File: src/smcs_defs.svh
`ifndef SMCS_DEFS_SVH
`define SMCS_DEFS_SVH
// How it works
// RULE1 - frame length code plus one, reset seven
// RULE2 - received frames right justified, upper zeros
// RULE3 - transmit only low frame length bits
// RULE4 - software right justifies transmit words
// RULE5 - receive only runs count plus one frames
// RULE6 - disable halts transfer, flushes both fifos
// RULE7 - some controls writable only while disabled
// RULE8 - sleep output rises after disable delay
// RULE9 - two select enables drive low selects
// RULE10 - divisor bit zero always reads zero
// RULE11 - zero divisor stops clock, else divide
// RULE12 - transmit empty when level at/below threshold
// RULE13 - receive full when level at/above threshold
// RULE14 - level registers show fifo entry counts
// RULE15 - collision bit six, cleared on read
// RULE16 - transmission error bit stays zero
// RULE17 - bit four rx full, three not empty
// RULE18 - bit two tx empty, one not full
// RULE19 - bit zero shows transfer in progress
// RULE20 - six mask bits reset to one
// RULE21 - masked status is raw and mask
// RULE22 - raw status ignores mask
// RULE23 - transfer direction selects valid data
// RULE24 - combined clear read clears four sources
// RULE25 - interrupt output ors masked sources
// RULE26 - overflow and underflow event sources

// ----------------------------------------
// register offsets
// ----------------------------------------
`define SMCS_OFS_FRAME_CONTROL     8'h00
`define SMCS_OFS_FRAME_COUNT       8'h04
`define SMCS_OFS_GLOBAL_ENABLE     8'h08
`define SMCS_OFS_CONTROL_WORD_MODE 8'h0c
`define SMCS_OFS_SELECT_ENABLE     8'h10
`define SMCS_OFS_CLOCK_DIVISOR     8'h14
`define SMCS_OFS_TX_THRESHOLD      8'h18
`define SMCS_OFS_RX_THRESHOLD      8'h1c
`define SMCS_OFS_TX_LEVEL          8'h20
`define SMCS_OFS_RX_LEVEL          8'h24
`define SMCS_OFS_STATUS_FLAGS      8'h28
`define SMCS_OFS_IRQ_MASK          8'h2c
`define SMCS_OFS_IRQ_MASKED        8'h30
`define SMCS_OFS_IRQ_RAW           8'h34
`define SMCS_OFS_CLR_TXO           8'h38
`define SMCS_OFS_CLR_RXO           8'h3c
`define SMCS_OFS_CLR_RXU           8'h40
`define SMCS_OFS_CLR_MST           8'h44
`define SMCS_OFS_CLR_ALL           8'h48
`define SMCS_OFS_DATA_LO           8'h60
`define SMCS_OFS_DATA_HI           8'h9c

// ----------------------------------------
// fields and reset values
// ----------------------------------------
`define SMCS_RST_FRAME_CONTROL     16'h0007
`define SMCS_RST_IRQ_MASK          6'h3f
`define SMCS_FLD_DFS_HI            3
`define SMCS_FLD_DIR_LO            8
`define SMCS_FLD_SCPOL             7
`define SMCS_SLEEP_CYC             4'h8
`endif

File: src/smcs_pkg.sv
package smcs_pkg;
   // transfer engine states
   typedef enum logic [0:0] {
      SMCS_IDLE,
      SMCS_SHIFT
   } smcs_state_t;

   // transfer direction codes
   typedef enum logic [1:0] {
      SMCS_DIR_TXRX,
      SMCS_DIR_TX,
      SMCS_DIR_RX,
      SMCS_DIR_MEMRD
   } smcs_dir_t;
endpackage

File: src/smcs_spi_master.sv
`timescale 1ns/100ps
`include "smcs_defs.svh"
module smcs_spi_master
   import smcs_pkg::*;
#(
   parameter int DEPTH = 16,                 // fifo entries
   parameter int WIDTH = 16                  // fifo entry width
) (
   input  wire logic        clk,             // peripheral clock
   input  wire logic        reset,           // sync, active high
   input  wire logic        psel,            // apb select
   input  wire logic        penable,         // apb access phase
   input  wire logic        pwrite,          // apb write
   input  wire logic [7:0]  paddr,           // apb byte address
   input  wire logic [31:0] pwdata,          // apb write data
   output logic      [31:0] prdata,          // apb read data
   output logic             sclk_out,        // serial clock
   output logic             txd,             // serial data out
   input  wire logic        rxd,             // serial data in
   output logic      [1:0]  ss_n,            // select lines, active low
   input  wire logic        ss_in_n,         // foreign master selecting us
   output logic             sleep,           // clock may be stopped
   output logic             intr             // combined interrupt
);
   localparam int AW = $clog2(DEPTH);

   // ----------------------------------------
   // state record
   // ----------------------------------------
   typedef struct packed {
      smcs_state_t                   st;        // engine state
      logic [15:0]                   ctrl0;     // frame control
      logic [15:0]                   frame_count_field;       // frame_count_field
      logic                          en;        // global enable
      logic [2:0]                    mw;        // control word mode
      logic [1:0]                    ser;       // select enables
      logic [15:0]                   baud;      // clock_divisor_value
      logic [3:0]                    txftl;     // tx threshold
      logic [3:0]                    rxftl;     // rx threshold
      logic [5:0]                    imr;       // interrupt mask
      logic                          txo;       // tx overflow sticky
      logic                          rxo;       // rx overflow sticky
      logic                          rxu;       // rx underflow sticky
      logic                          mst;       // contention sticky
      logic                          dcol;      // collision status
      logic [DEPTH-1:0][WIDTH-1:0]   txmem;     // tx storage
      logic [DEPTH-1:0][WIDTH-1:0]   rxmem;     // rx storage
      logic [AW-1:0]                 txwp;      // tx write index
      logic [AW-1:0]                 txrp;      // tx read index
      logic [AW:0]                   txcnt;     // tx entries
      logic [AW-1:0]                 rxwp;      // rx write index
      logic [AW-1:0]                 rxrp;      // rx read index
      logic [AW:0]                   rxcnt;     // rx entries
      logic [15:0]                   div_cnt;   // half period counter
      logic                          sclk_lvl;  // clock phase, 1 after lead edge
      logic [3:0]                    bit_cnt;   // bit within frame
      logic [WIDTH-1:0]              sh_tx;     // tx shifter
      logic [WIDTH-1:0]              sh_rx;     // rx shifter
      logic [16:0]                   rx_left;   // frames still to receive
      logic                          rx_phase;  // memory read receive part
      logic [3:0]                    sleep_cnt; // disable delay
      logic                          sleep;     // sleep output
      logic [31:0]                   prdata;    // read data output
      logic                          intr;      // interrupt output
      logic                          sclk;      // clock output
      logic                          txd;       // data output
      logic [1:0]                    ss_n;      // select output
   } smcs_regs_t;

   localparam smcs_regs_t RST = '{
      st:     SMCS_IDLE,
      ctrl0:  `SMCS_RST_FRAME_CONTROL,
      imr:    `SMCS_RST_IRQ_MASK,
      ss_n:   2'h3,
      default: '0
   };

   smcs_regs_t q;                            // registered state
   smcs_regs_t d;                            // next state

   // ----------------------------------------
   // next state
   // ----------------------------------------
   // all behaviour in one pass: bus first so its clears lose to later sets
   always_comb begin
      logic            acc;
      logic            wr;
      logic            rd;
      logic            is_data;
      logic            tx_push;
      logic            tx_pop;
      logic            rx_push;
      logic            rx_pop;
      logic [WIDTH-1:0] rx_word;
      logic [5:0]      raw;
      logic [3:0]      dfs;
      smcs_dir_t       dir;
      logic            rx_valid;
      logic            more;
      logic [15:0]     half;
      d        = q;
      acc      = psel && !penable;
      wr       = acc && pwrite;
      rd       = acc && !pwrite;
      is_data  = (paddr >= `SMCS_OFS_DATA_LO) && (paddr <= `SMCS_OFS_DATA_HI);
      tx_push  = 1'b0;
      tx_pop   = 1'b0;
      rx_push  = 1'b0;
      rx_pop   = 1'b0;
      rx_word  = '0;
      dfs      = q.ctrl0[`SMCS_FLD_DFS_HI:0];
      dir      = smcs_dir_t'(q.ctrl0[`SMCS_FLD_DIR_LO+1:`SMCS_FLD_DIR_LO]);
      rx_valid = 1'b0;
      more     = 1'b0;
      half     = {1'b0, q.baud[15:1]};
      // RULE12 threshold compare
      raw[0]   = q.txcnt <= {1'b0, q.txftl};
      raw[1]   = q.txo;
      raw[2]   = q.rxu;
      raw[3]   = q.rxo;
      // RULE13 threshold compare
      raw[4]   = q.rxcnt >= {1'b0, q.rxftl};
      raw[5]   = q.mst;

      // read mux, data valid in the access phase
      d.prdata = '0;
      if (rd) begin
         unique case (paddr)
            `SMCS_OFS_FRAME_CONTROL:     d.prdata = {16'h0, q.ctrl0};
            `SMCS_OFS_FRAME_COUNT:       d.prdata = {16'h0, q.frame_count_field};
            `SMCS_OFS_GLOBAL_ENABLE:     d.prdata = {31'h0, q.en};
            `SMCS_OFS_CONTROL_WORD_MODE: d.prdata = {29'h0, q.mw};
            `SMCS_OFS_SELECT_ENABLE:     d.prdata = {30'h0, q.ser};
            `SMCS_OFS_CLOCK_DIVISOR:     d.prdata = {16'h0, q.baud};
            `SMCS_OFS_TX_THRESHOLD:      d.prdata = {28'h0, q.txftl};
            `SMCS_OFS_RX_THRESHOLD:      d.prdata = {28'h0, q.rxftl};
            // RULE14 entry counts
            `SMCS_OFS_TX_LEVEL:          d.prdata = 32'(q.txcnt);
            `SMCS_OFS_RX_LEVEL:          d.prdata = 32'(q.rxcnt);
            // RULE16 RULE17 RULE18 RULE19 status, error low
            `SMCS_OFS_STATUS_FLAGS:      d.prdata = {25'h0, q.dcol, 1'b0,
                                                     q.rxcnt == (AW+1)'(DEPTH), q.rxcnt != '0,
                                                     q.txcnt == '0, q.txcnt != (AW+1)'(DEPTH),
                                                     q.st == SMCS_SHIFT};
            `SMCS_OFS_IRQ_MASK:          d.prdata = {26'h0, q.imr};
            // RULE21 masked view
            `SMCS_OFS_IRQ_MASKED:        d.prdata = {26'h0, raw & q.imr};
            // RULE22 raw view
            `SMCS_OFS_IRQ_RAW:           d.prdata = {26'h0, raw};
            `SMCS_OFS_CLR_TXO:           d.prdata = {31'h0, q.txo};
            `SMCS_OFS_CLR_RXO:           d.prdata = {31'h0, q.rxo};
            `SMCS_OFS_CLR_RXU:           d.prdata = {31'h0, q.rxu};
            `SMCS_OFS_CLR_MST:           d.prdata = {31'h0, q.mst};
            `SMCS_OFS_CLR_ALL:           d.prdata = {31'h0, q.txo | q.rxo | q.rxu | q.mst};
            default: begin
               // data window reads the rx head; holes read zero
               if (is_data && q.rxcnt != '0) begin
                  d.prdata = {16'h0, q.rxmem[q.rxrp]};
               end
            end
         endcase
      end

      // read side effects, done before any set below
      if (rd) begin
         unique case (paddr)
            // RULE15 collision cleared by status read
            `SMCS_OFS_STATUS_FLAGS: d.dcol = 1'b0;
            `SMCS_OFS_CLR_TXO:      d.txo = 1'b0;
            `SMCS_OFS_CLR_RXO:      d.rxo = 1'b0;
            `SMCS_OFS_CLR_RXU:      d.rxu = 1'b0;
            `SMCS_OFS_CLR_MST:      d.mst = 1'b0;
            // RULE24 combined clear on read
            `SMCS_OFS_CLR_ALL: begin
               d.txo = 1'b0;
               d.rxo = 1'b0;
               d.rxu = 1'b0;
               d.mst = 1'b0;
            end
            default: begin
               if (is_data) begin
                  // RULE26 underflow on empty read
                  if (q.rxcnt == '0) begin
                     d.rxu = 1'b1;
                  end else begin
                     rx_pop = 1'b1;
                  end
               end
            end
         endcase
      end

      // register writes
      if (wr) begin
         unique case (paddr)
            `SMCS_OFS_GLOBAL_ENABLE: d.en  = pwdata[0];
            // RULE9 select enables
            `SMCS_OFS_SELECT_ENABLE: d.ser = pwdata[1:0];
            // RULE20 mask bits
            `SMCS_OFS_IRQ_MASK:      d.imr = pwdata[5:0];
            default: begin
               // RULE7 frame setup frozen while enabled
               if (!q.en) begin
                  unique case (paddr)
                     // RULE1 frame length code
                     `SMCS_OFS_FRAME_CONTROL:     d.ctrl0 = pwdata[15:0];
                     `SMCS_OFS_FRAME_COUNT:       d.frame_count_field = pwdata[15:0];
                     `SMCS_OFS_CONTROL_WORD_MODE: d.mw = pwdata[2:0];
                     // RULE10 divisor kept even
                     `SMCS_OFS_CLOCK_DIVISOR:     d.baud = {pwdata[15:1], 1'b0};
                     `SMCS_OFS_TX_THRESHOLD:      d.txftl = pwdata[3:0];
                     `SMCS_OFS_RX_THRESHOLD:      d.rxftl = pwdata[3:0];
                     default: begin
                     end
                  endcase
               end
               // words arriving while disabled are dropped, never pushed
               if (is_data && q.en) begin
                  // RULE26 overflow on full write
                  if (q.txcnt == (AW+1)'(DEPTH)) begin
                     d.txo = 1'b1;
                  end else begin
                     tx_push = 1'b1;
                  end
               end
            end
         endcase
      end

      // transfer engine
      unique case (q.st)
         SMCS_IDLE: begin
            d.sclk_lvl = 1'b0;
            // RULE11 no start without a clock
            if (q.en && q.baud != '0 && q.txcnt != '0) begin
               tx_pop     = 1'b1;
               // RULE23 receive only sends no data
               d.sh_tx    = (dir == SMCS_DIR_RX) ? '0 : q.txmem[q.txrp];
               d.sh_rx    = '0;
               d.bit_cnt  = '0;
               d.div_cnt  = '0;
               d.rx_phase = 1'b0;
               d.rx_left  = {1'b0, q.frame_count_field} + 17'h1;
               d.st       = SMCS_SHIFT;
            end
         end
         SMCS_SHIFT: begin
            // RULE11 divide by the even divisor
            if (q.baud != '0) begin
               if (q.div_cnt == half - 16'h1) begin
                  d.div_cnt = '0;
                  if (!q.sclk_lvl) begin
                     // leading edge samples the line
                     d.sclk_lvl = 1'b1;
                     d.sh_rx    = {q.sh_rx[WIDTH-2:0], rxd};
                  end else begin
                     d.sclk_lvl = 1'b0;
                     if (q.bit_cnt != dfs) begin
                        d.bit_cnt = q.bit_cnt + 4'h1;
                        d.sh_tx   = {q.sh_tx[WIDTH-2:0], 1'b0};
                     end else begin
                        // RULE23 direction picks stored frames
                        rx_valid = (dir == SMCS_DIR_TXRX) || (dir == SMCS_DIR_RX) ||
                                   (dir == SMCS_DIR_MEMRD && q.rx_phase);
                        if (rx_valid) begin
                           // RULE2 upper bits already zero
                           rx_word = q.sh_rx;
                           // RULE26 overflow on full receive
                           if (q.rxcnt == (AW+1)'(DEPTH)) begin
                              d.rxo = 1'b1;
                           end else begin
                              rx_push = 1'b1;
                           end
                        end
                        d.sh_tx = '0;
                        if (dir == SMCS_DIR_RX || (dir == SMCS_DIR_MEMRD && q.rx_phase)) begin
                           // RULE5 count frames down to zero
                           d.rx_left = q.rx_left - 17'h1;
                           more      = q.rx_left != 17'h1;
                        end else if (q.txcnt != '0) begin
                           tx_pop  = 1'b1;
                           d.sh_tx = q.txmem[q.txrp];
                           more    = 1'b1;
                        end else if (dir == SMCS_DIR_MEMRD) begin
                           // command sent, turn to receiving
                           d.rx_phase = 1'b1;
                           d.rx_left  = {1'b0, q.frame_count_field} + 17'h1;
                           more       = 1'b1;
                        end
                        d.sh_rx   = '0;
                        d.bit_cnt = '0;
                        d.st      = more ? SMCS_SHIFT : SMCS_IDLE;
                     end
                  end
               end else begin
                  d.div_cnt = q.div_cnt + 16'h1;
               end
            end
            // RULE15 foreign select while transmitting
            if (!ss_in_n) begin
               d.dcol = 1'b1;
               d.mst  = 1'b1;
               d.st   = SMCS_IDLE;
            end
         end
      endcase

      // fifo bookkeeping
      if (tx_push) begin
         d.txmem[q.txwp] = pwdata[WIDTH-1:0];
         d.txwp          = q.txwp + AW'(1);
      end
      if (tx_pop) begin
         d.txrp = q.txrp + AW'(1);
      end
      d.txcnt = q.txcnt + (AW+1)'(tx_push) - (AW+1)'(tx_pop);
      if (rx_push) begin
         d.rxmem[q.rxwp] = rx_word;
         d.rxwp          = q.rxwp + AW'(1);
      end
      if (rx_pop) begin
         d.rxrp = q.rxrp + AW'(1);
      end
      d.rxcnt = q.rxcnt + (AW+1)'(rx_push) - (AW+1)'(rx_pop);

      // RULE6 disable halts and flushes
      if (!d.en) begin
         d.st       = SMCS_IDLE;
         d.sclk_lvl = 1'b0;
         d.txwp     = '0;
         d.txrp     = '0;
         d.txcnt    = '0;
         d.rxwp     = '0;
         d.rxrp     = '0;
         d.rxcnt    = '0;
      end

      // RULE8 sleep after a delay when disabled
      if (d.en) begin
         d.sleep_cnt = '0;
         d.sleep     = 1'b0;
      end else if (q.sleep_cnt != `SMCS_SLEEP_CYC) begin
         d.sleep_cnt = q.sleep_cnt + 4'h1;
      end else begin
         d.sleep = 1'b1;
      end

      // outputs, registered; interrupt from current state, the rest from next state
      // RULE25 or of masked sources
      d.intr = |(raw & q.imr);
      d.sclk = d.sclk_lvl ^ d.ctrl0[`SMCS_FLD_SCPOL];
      // RULE3 only low frame bits leave
      d.txd  = d.sh_tx[d.ctrl0[`SMCS_FLD_DFS_HI:0]];
      // RULE9 selects low only during a transfer
      d.ss_n = ~(d.ser & {2{d.st == SMCS_SHIFT}});
   end

   // ----------------------------------------
   // state register
   // ----------------------------------------
   always_ff @(posedge clk) begin
      if (reset) begin
         q <= RST;
      end else begin
         q <= d;
      end
   end

   assign prdata   = q.prdata;
   assign sclk_out = q.sclk;
   assign txd      = q.txd;
   assign ss_n     = q.ss_n;
   assign sleep    = q.sleep;
   assign intr     = q.intr;
endmodule

File: config.mk
export PLATFORM = sky130hd
export DESIGN_NAME = smcs_spi_master
export DESIGN_NICKNAME = d
export VERILOG_FILES = /design/src/smcs_pkg.sv /design/src/smcs_spi_master.sv
export VERILOG_INCLUDE_DIRS = /design/src /design/src/src
export SDC_FILE = /design/constraint.sdc
export NUM_CORES = 2
export LEC_CHECK = 0
export BUFFER_PORTS_ARGS = -buffer_cell sky130_fd_sc_hd__buf_4
export CAP_MARGIN = 10
export CORE_MARGIN = 2
export CORE_UTILIZATION = 55
export CTS_CLUSTER_SIZE = 20
export DETAILED_ROUTE_END_ITERATION = 10
export PLACE_DENSITY_LB_ADDON = 0.25
export REMOVE_ABC_BUFFERS = 1
export SYNTH_ARGS = -nofsm -noshare
export SYNTH_HDL_FRONTEND = slang
export SYNTH_SLANG_ARGS = --single-unit
File: constraint.sdc
create_clock -name clk -period 11.55 [get_ports clk]
set_clock_uncertainty 0.15 [all_clocks]
set_input_delay 1.7325 -clock clk [delete_from_list [all_inputs] [get_ports clk]]
set_output_delay 1.7325 -clock clk [all_outputs]
set_load 0.01 [all_outputs]
## Word-level counts from Yosys, hierarchy flattened

Index checks and enable logic that the tools add are counted.

| storage, ports and cells | value |
|---|---|
| bits in registers | 724 |
| bits of input ports | 47 |

| operators by class | value |
|---|---|
| add/subtract/negate cells | 14 |
| magnitude comparators | 11 |
| eq/ne operators | 38 |
| muxes and demuxes | 115 |
| bitwise gates (word level) | 13 |
| reductions and logical operators | 49 |

Operators by type and width:

| cell | number |
|---|---|
| 256-bit bitwise mux | 2 |
| 16-bit 2-to-1 mux | 19 |
| 16-bit one-hot mux with 19 select lines | 1 |
| 71-bit one-hot mux with 2 select lines | 1 |
| 16-bit binary-select mux with 4-bit select | 2 |
| 16-bit demux with 4-bit select | 2 |
| 24-bit 2-to-1 mux | 4 |
| 71-bit 2-to-1 mux | 1 |
| 8-bit by 6-bit == test with 1-bit output, second input constant | 8 |
| 61-bit 2-to-1 mux | 1 |
| 1-bit 2-to-1 mux | 58 |
| 55-bit 2-to-1 mux | 1 |
| 18-bit 2-to-1 mux | 3 |
| 54-bit 2-to-1 mux | 1 |
| 20-bit 2-to-1 mux | 2 |
| 4-bit AND reduction | 9 |
| 34-bit 2-to-1 mux | 1 |
| 8-bit by 5-bit == test with 1-bit output, second input constant | 4 |
| 4-bit by 5-bit < comparator with 1-bit output, second input constant | 5 |
| 4-bit by 1-bit adder with 4-bit output, second input constant | 6 |
| 8-bit by 7-bit == test with 1-bit output, second input constant | 3 |
| 16-bit by 1-bit adder with 17-bit output, second input constant | 1 |
| 17-bit 2-to-1 mux | 1 |
| 17-bit by 1-bit inequality test with 1-bit output, second input constant | 1 |
| 53 further kinds | 103 |

## Depth between registers and ports, before layout

| logic depth | value |
|---|---|
| depth after elaboration | 19 |
| mapped depth | 26 |
| gate-level depth less buffers | 21 |

## Worst setup path before layout

Ideal clock, no wire load.

| timing path | value |
|---|---|
| path type | input port to flip-flop |
| from | in paddr[3] |
| to | reg q[130] (netlist bit) |
| setup time | 0.122 ns |
| arrival | 4.796 ns |
| required time | 11.278 ns |
| path slack | 6.482 ns |
| stages | 20 |
| path buffers | 2 |
| cells stage by stage | or3b_2 > clkbuf_1 > nor3_1 > or4b_1 > inv_1 > nand3_1 > a21oi_1 > clkbuf_1 > inv_1 > ha_1 > inv_1 > ha_1 > inv_1 > fa_1 > inv_1 > a21oi_1 > nor2_1 > nor2_1 > xnor2_1 > nor2_1 |

| between the ends | value |
|---|---|
| cells in the longest elaborated chain, start to end | 8 |

Ends and longest elaborated chain:

| item | RTL line | text |
|---|---|---|
| start: declaration | smcs_spi_master.sv:14 | `input wire logic [7:0] paddr,` |
| 8-bit by 7-bit >= comparator with 1-bit output (no line) / 8-bit less-or-equal comparator (equally long branches) | -- |  |
| 1-bit logical AND | smcs_spi_master.sv:105 | `` is_data = (paddr >= `SMCS_OFS_DATA_LO) && (paddr <= `SMCS_OFS_DATA_HI); `` |
| 1-bit logical AND | smcs_spi_master.sv:218 | `if (is_data && q.en) begin` |
| 1-bit 2-to-1 mux | smcs_spi_master.sv:218 |  |
| 1-bit 2-to-1 mux | smcs_spi_master.sv:195 | `unique case (paddr)` |
| 1-bit 2-to-1 mux | smcs_spi_master.sv:194 | `if (wr) begin` |
| 5-bit by 1-bit adder with 5-bit output | smcs_spi_master.sv:316 | `d.txcnt = q.txcnt + (AW+1)'(tx_push) - (AW+1)'(tx_pop);` |
| 5-bit by 1-bit subtractor with 5-bit output | smcs_spi_master.sv:316 |  |
| end signal: assignment | smcs_spi_master.sv:363 | `q <= RST;` |
| end signal: assignment | smcs_spi_master.sv:365 | `q <= d;` |
| end: declaration | smcs_spi_master.sv:78 | `smcs_regs_t q;` |

Parallel ways exist; a longest one is shown, timed or not.
A chain may end at the register's enable or synchronous reset.

## Worst setup path after layout

| timing path | value |
|---|---|
| from | reg q[673] (netlist bit) |
| to | reg q[247] (netlist bit) |

| between the ends | value |
|---|---|
| cells in the longest elaborated chain, start to end | 6 |

Ends and longest elaborated chain:

| item | RTL line | text |
|---|---|---|
| 15-bit by 1-bit subtractor with 16-bit output | smcs_spi_master.sv:250 | `if (q.div_cnt == half - 16'h1) begin` |
| 16-bit == test | smcs_spi_master.sv:250 |  |
| 16-bit 2-to-1 mux | smcs_spi_master.sv:250 |  |
| 16-bit 2-to-1 mux | smcs_spi_master.sv:249 | `if (q.baud != '0) begin` |
| 16-bit 2-to-1 mux | smcs_spi_master.sv:231 | `unique case (q.st)` |
| 256-bit bitwise mux | smcs_spi_master.sv:318 | `d.rxmem[q.rxwp] = rx_word;` |

Parallel ways exist; a longest one is shown, timed or not.

==> key figures <==
Outcome
  – Status: finished clean

Route
  – DR vias: 26427
  – DRT Pass-1 Iters: 9
  – DRC: 0
  – DRT Wirelength: 91.61 mm
  – Antenna viol nets, final: 0
  – DR WL/cell: ~21 um
  – Via/cell ratio: ~6.2
  – Initial DRC count: 2848

STA
  – # setup viols final: 0
  – Setup TNS: 0 ps
  – RSZ-0062 raised after global routing: false
  – Max Fclk: around 180 MHz
  – Worst slew pin tran: 1315 ps
  – Tmin final: roughly 5600 ps
  – Final-report hold violation count: 0
  – Slew Viols, Final: 0
  – Period utilization: between 40% and 50%
  – Slew HR: between 10% and 20%
  – PnR worst setup slack: 5948 ps
  – Min Hold Slack: about 300 ps

Floorplan
  – Row cnt: between 80 and 90
  – Chip width: ~250 um
  – Die height: 249.0 um
  – Die area: ~62000 um^2
  – Starting Density: a little under three fifths
  – # IOs: 85
  – Core Footprint: around 59000 um^2

GRT
  – Vias in the first global route: between 20000 and 30000
  – Largest net degree at the start of global routing: between 200 and 300
  – First-pass GRT wire length: between 100 and 150 mm
  – Tot GR Track Use: between 20% and 30%
  – Overflow after GRT: 0
  – Initial antenna violation count: 3

Worst setup path
  – CP Data Required Time: ~12000 ps
  – Max incr delay on CP: about 1100 ps
  – CP delay by family, top: simple AND/OR/NAND/NOR gates
  – Critical path class: reg -> reg
  – WP data arrival: 5900 ps
  – Crit path from: q[673]
  – Crit path max fanout: 33
  – RR Startpoint: q[673]
  – Worst setup SP type: flop
  – Crit path cell chain: or4_1 > or4_1 > xnor2_1 > nor4_1 > o21a_2 > nand4_4 > nor3_4 > nand3_1 > nand2_1 > a21oi_1
  – Slowest stage cell on the critical path: nand3_1
  – Most frequent CP cell: or4_1
  – Worst Setup End Kind: flop
  – Bufs and invs on worst path: 0

CTS
  – H-tree depth: 3
  – Clock buffer count from CTS: 75
  – Post-CTS setup buffer count: 0
  – Max Root-Sink Buffers: 3
  – Clock tree sinks: 708
  – Root buffer cell: clkbuf_16
  – CTS hold repair buffers: 0
  – Resize count post-CTS: 0
  – Clock Latency Late Sink: between 600 and 700 ps
  – TritonCTS clock tree: done
  – Clk slew on worst S/H paths: 60 ps

Final layout
  – Nets: ~3500
  – Cell area after layout: 35900 um^2
  – N_diodes: 0
  – Layout cells sized above 1: between 10 and 15%
  – Commonest cells after routing, fill and taps aside: dfxtp_1 (704), nand2_1 (563), nor2_1 (502)
  – Commonest non-fill, non-tap cell in the layout: dfxtp_1
  – Area delta synth->final: 8.722%

Logic synthesis
  – Ys Warns: 0
  – Synth cell types: slightly above 80
  – FFs w/ async S/R, synth: 0%
  – Gate Count Post-Synth: about 3600
  – Post-synthesis register bit count: ~710
  – Mapped Area: ~33000 um^2
  – Post-synthesis sequential area ratio: a little over two fifths
  – Mean Syn Cell Area: between 9 and 10 um^2
  – Dominant synthesized flop cell: dfxtp_1
  – Post-synth EDFFs: 0

Pwr
  – Internal power: 3.964 mW
  – Gate power share: roughly 1.7%
  – PwrDens: ~140 nW/um^2
  – Peak VDD IR: 0.1283 mV
  – Switching share of power: around 22%
  – Lkg Pwr: roughly 14 nW
  – Clock Power Share: roughly 50%
  – Reg power frac: approximately half
  – Overall Power: slightly above 5 mW
  – Psw: 1.110 mW

Place
  – Buffers added on ports: 52
  – GPL Wtd Cong: a little under 1
  – HPWL after DPL: 57.51 mm
  – DP Area: 33270 um^2
  – Placement Setup Slack: 5774 ps

Worst hold path
  – Hold path startpoint: q[371]
  – HP Class: reg -> reg

Run
  – Maxcap violations: 0
[cell usage after synthesis, drive strengths merged, types with 31 or more instances]
library cell,count,area [um^2]
xnor2,38,332.8
a21oi,286,1431
a22oi,79,593.1
nand2,563,2113
buf,135,799.5
dfxtp,708,14170
xor2,38,332.8
nor3,31,177.7
ha,39,488.0
mux2i,358,3583
clkbuf,207,777.0
o21ai,36,180.2
nand3,58,315.3
nor2,504,1894
inv,47,176.4
mux4,134,3018
and3,32,200.2
[metrics by stage]
step           utilization, %  instances
2_1_floorplan               -       3276
3_3_place_gp            56.15       4147
3_5_place_dp            56.15       4147
4_1_cts                 60.60       4285
5_1_grt                 60.60       4285
6_report                60.60       4285
[final cells by class]
class                           count  area (um^2)
Clock buffer                      108         2211
Clock inverter                     30        424.2
Inverter                           47        176.4
Fill cell                        4939        23340
Sequential cell                   708        14180
Tap cell                          773        967.2
Multi-Input combinational cell   2521        17180
Timing Repair Buffer               98        755.7
[cell families after synthesis]
group                    Yosys count  share of synthesized area [%]
AO/OA/AOI/OAI                    545                          10.32
XOR/XNOR                          76                          2.016
adder cells (fa/ha/maj)           41                          1.599
buffers and inverters            389                          5.308
flip-flops                       708                          42.92
multiplexers                     497                          20.16
other                              1                        0.01136
AND/OR/NAND/NOR                 1346                          17.66
[worst reg2reg max path, delay by kind of cell (launching register included)]
kind / cells / cell delay (ps)
AND/OR/NAND/NOR: 7 / 4280
flip-flops: 1 / 430
AO/OA/AOI/OAI: 2 / 410
XOR/XNOR: 1 / 160
[metal layers]
metal  vias to the layer above  wire [um]  global-route usage [%]
li1                      12173          -                       -
met1                     12855      37740                   37.59
met2                      1172      42810                   47.76
met3                       225       7696                   5.444
met4                         2       3350                   11.45
met5                         -         13                       0
[state kept, by name, indices dropped and copies added, names as in the netlist]
| name | flops |
|---|---|
| ss_n | 2 |
| txd | 1 |
| sclk_out | 1 |
| intr | 1 |
| prdata | 16 |
| sleep | 1 |
| q | 686 |
[power groups by stage]
stage	sequential [mW]	combinational (mW)	clock, mW
final	2.44	0.0883	2.54
after global routing	2.44	0.0942	2.67
after CTS	2.44	0.0865	2.57
after detailed placement	2.50	0.0864	0
after global placement	2.50	0.0836	0
after floorplan	2.50	0.0163	0
[path summary, 6_finish.rpt]
| kind | slack (ps) | cells after the start | to |
|---|---|---|---|
| worst max-delay path | 5950 | 10 | q[247] |
| worst max register to register | 5950 | 10 | q[247] |
| worst min-delay path | 300 | 2 | q[371] |
| worst min register to register | 300 | 2 | q[371] |
No activity file was read; power rests on OpenSTA's default activity.
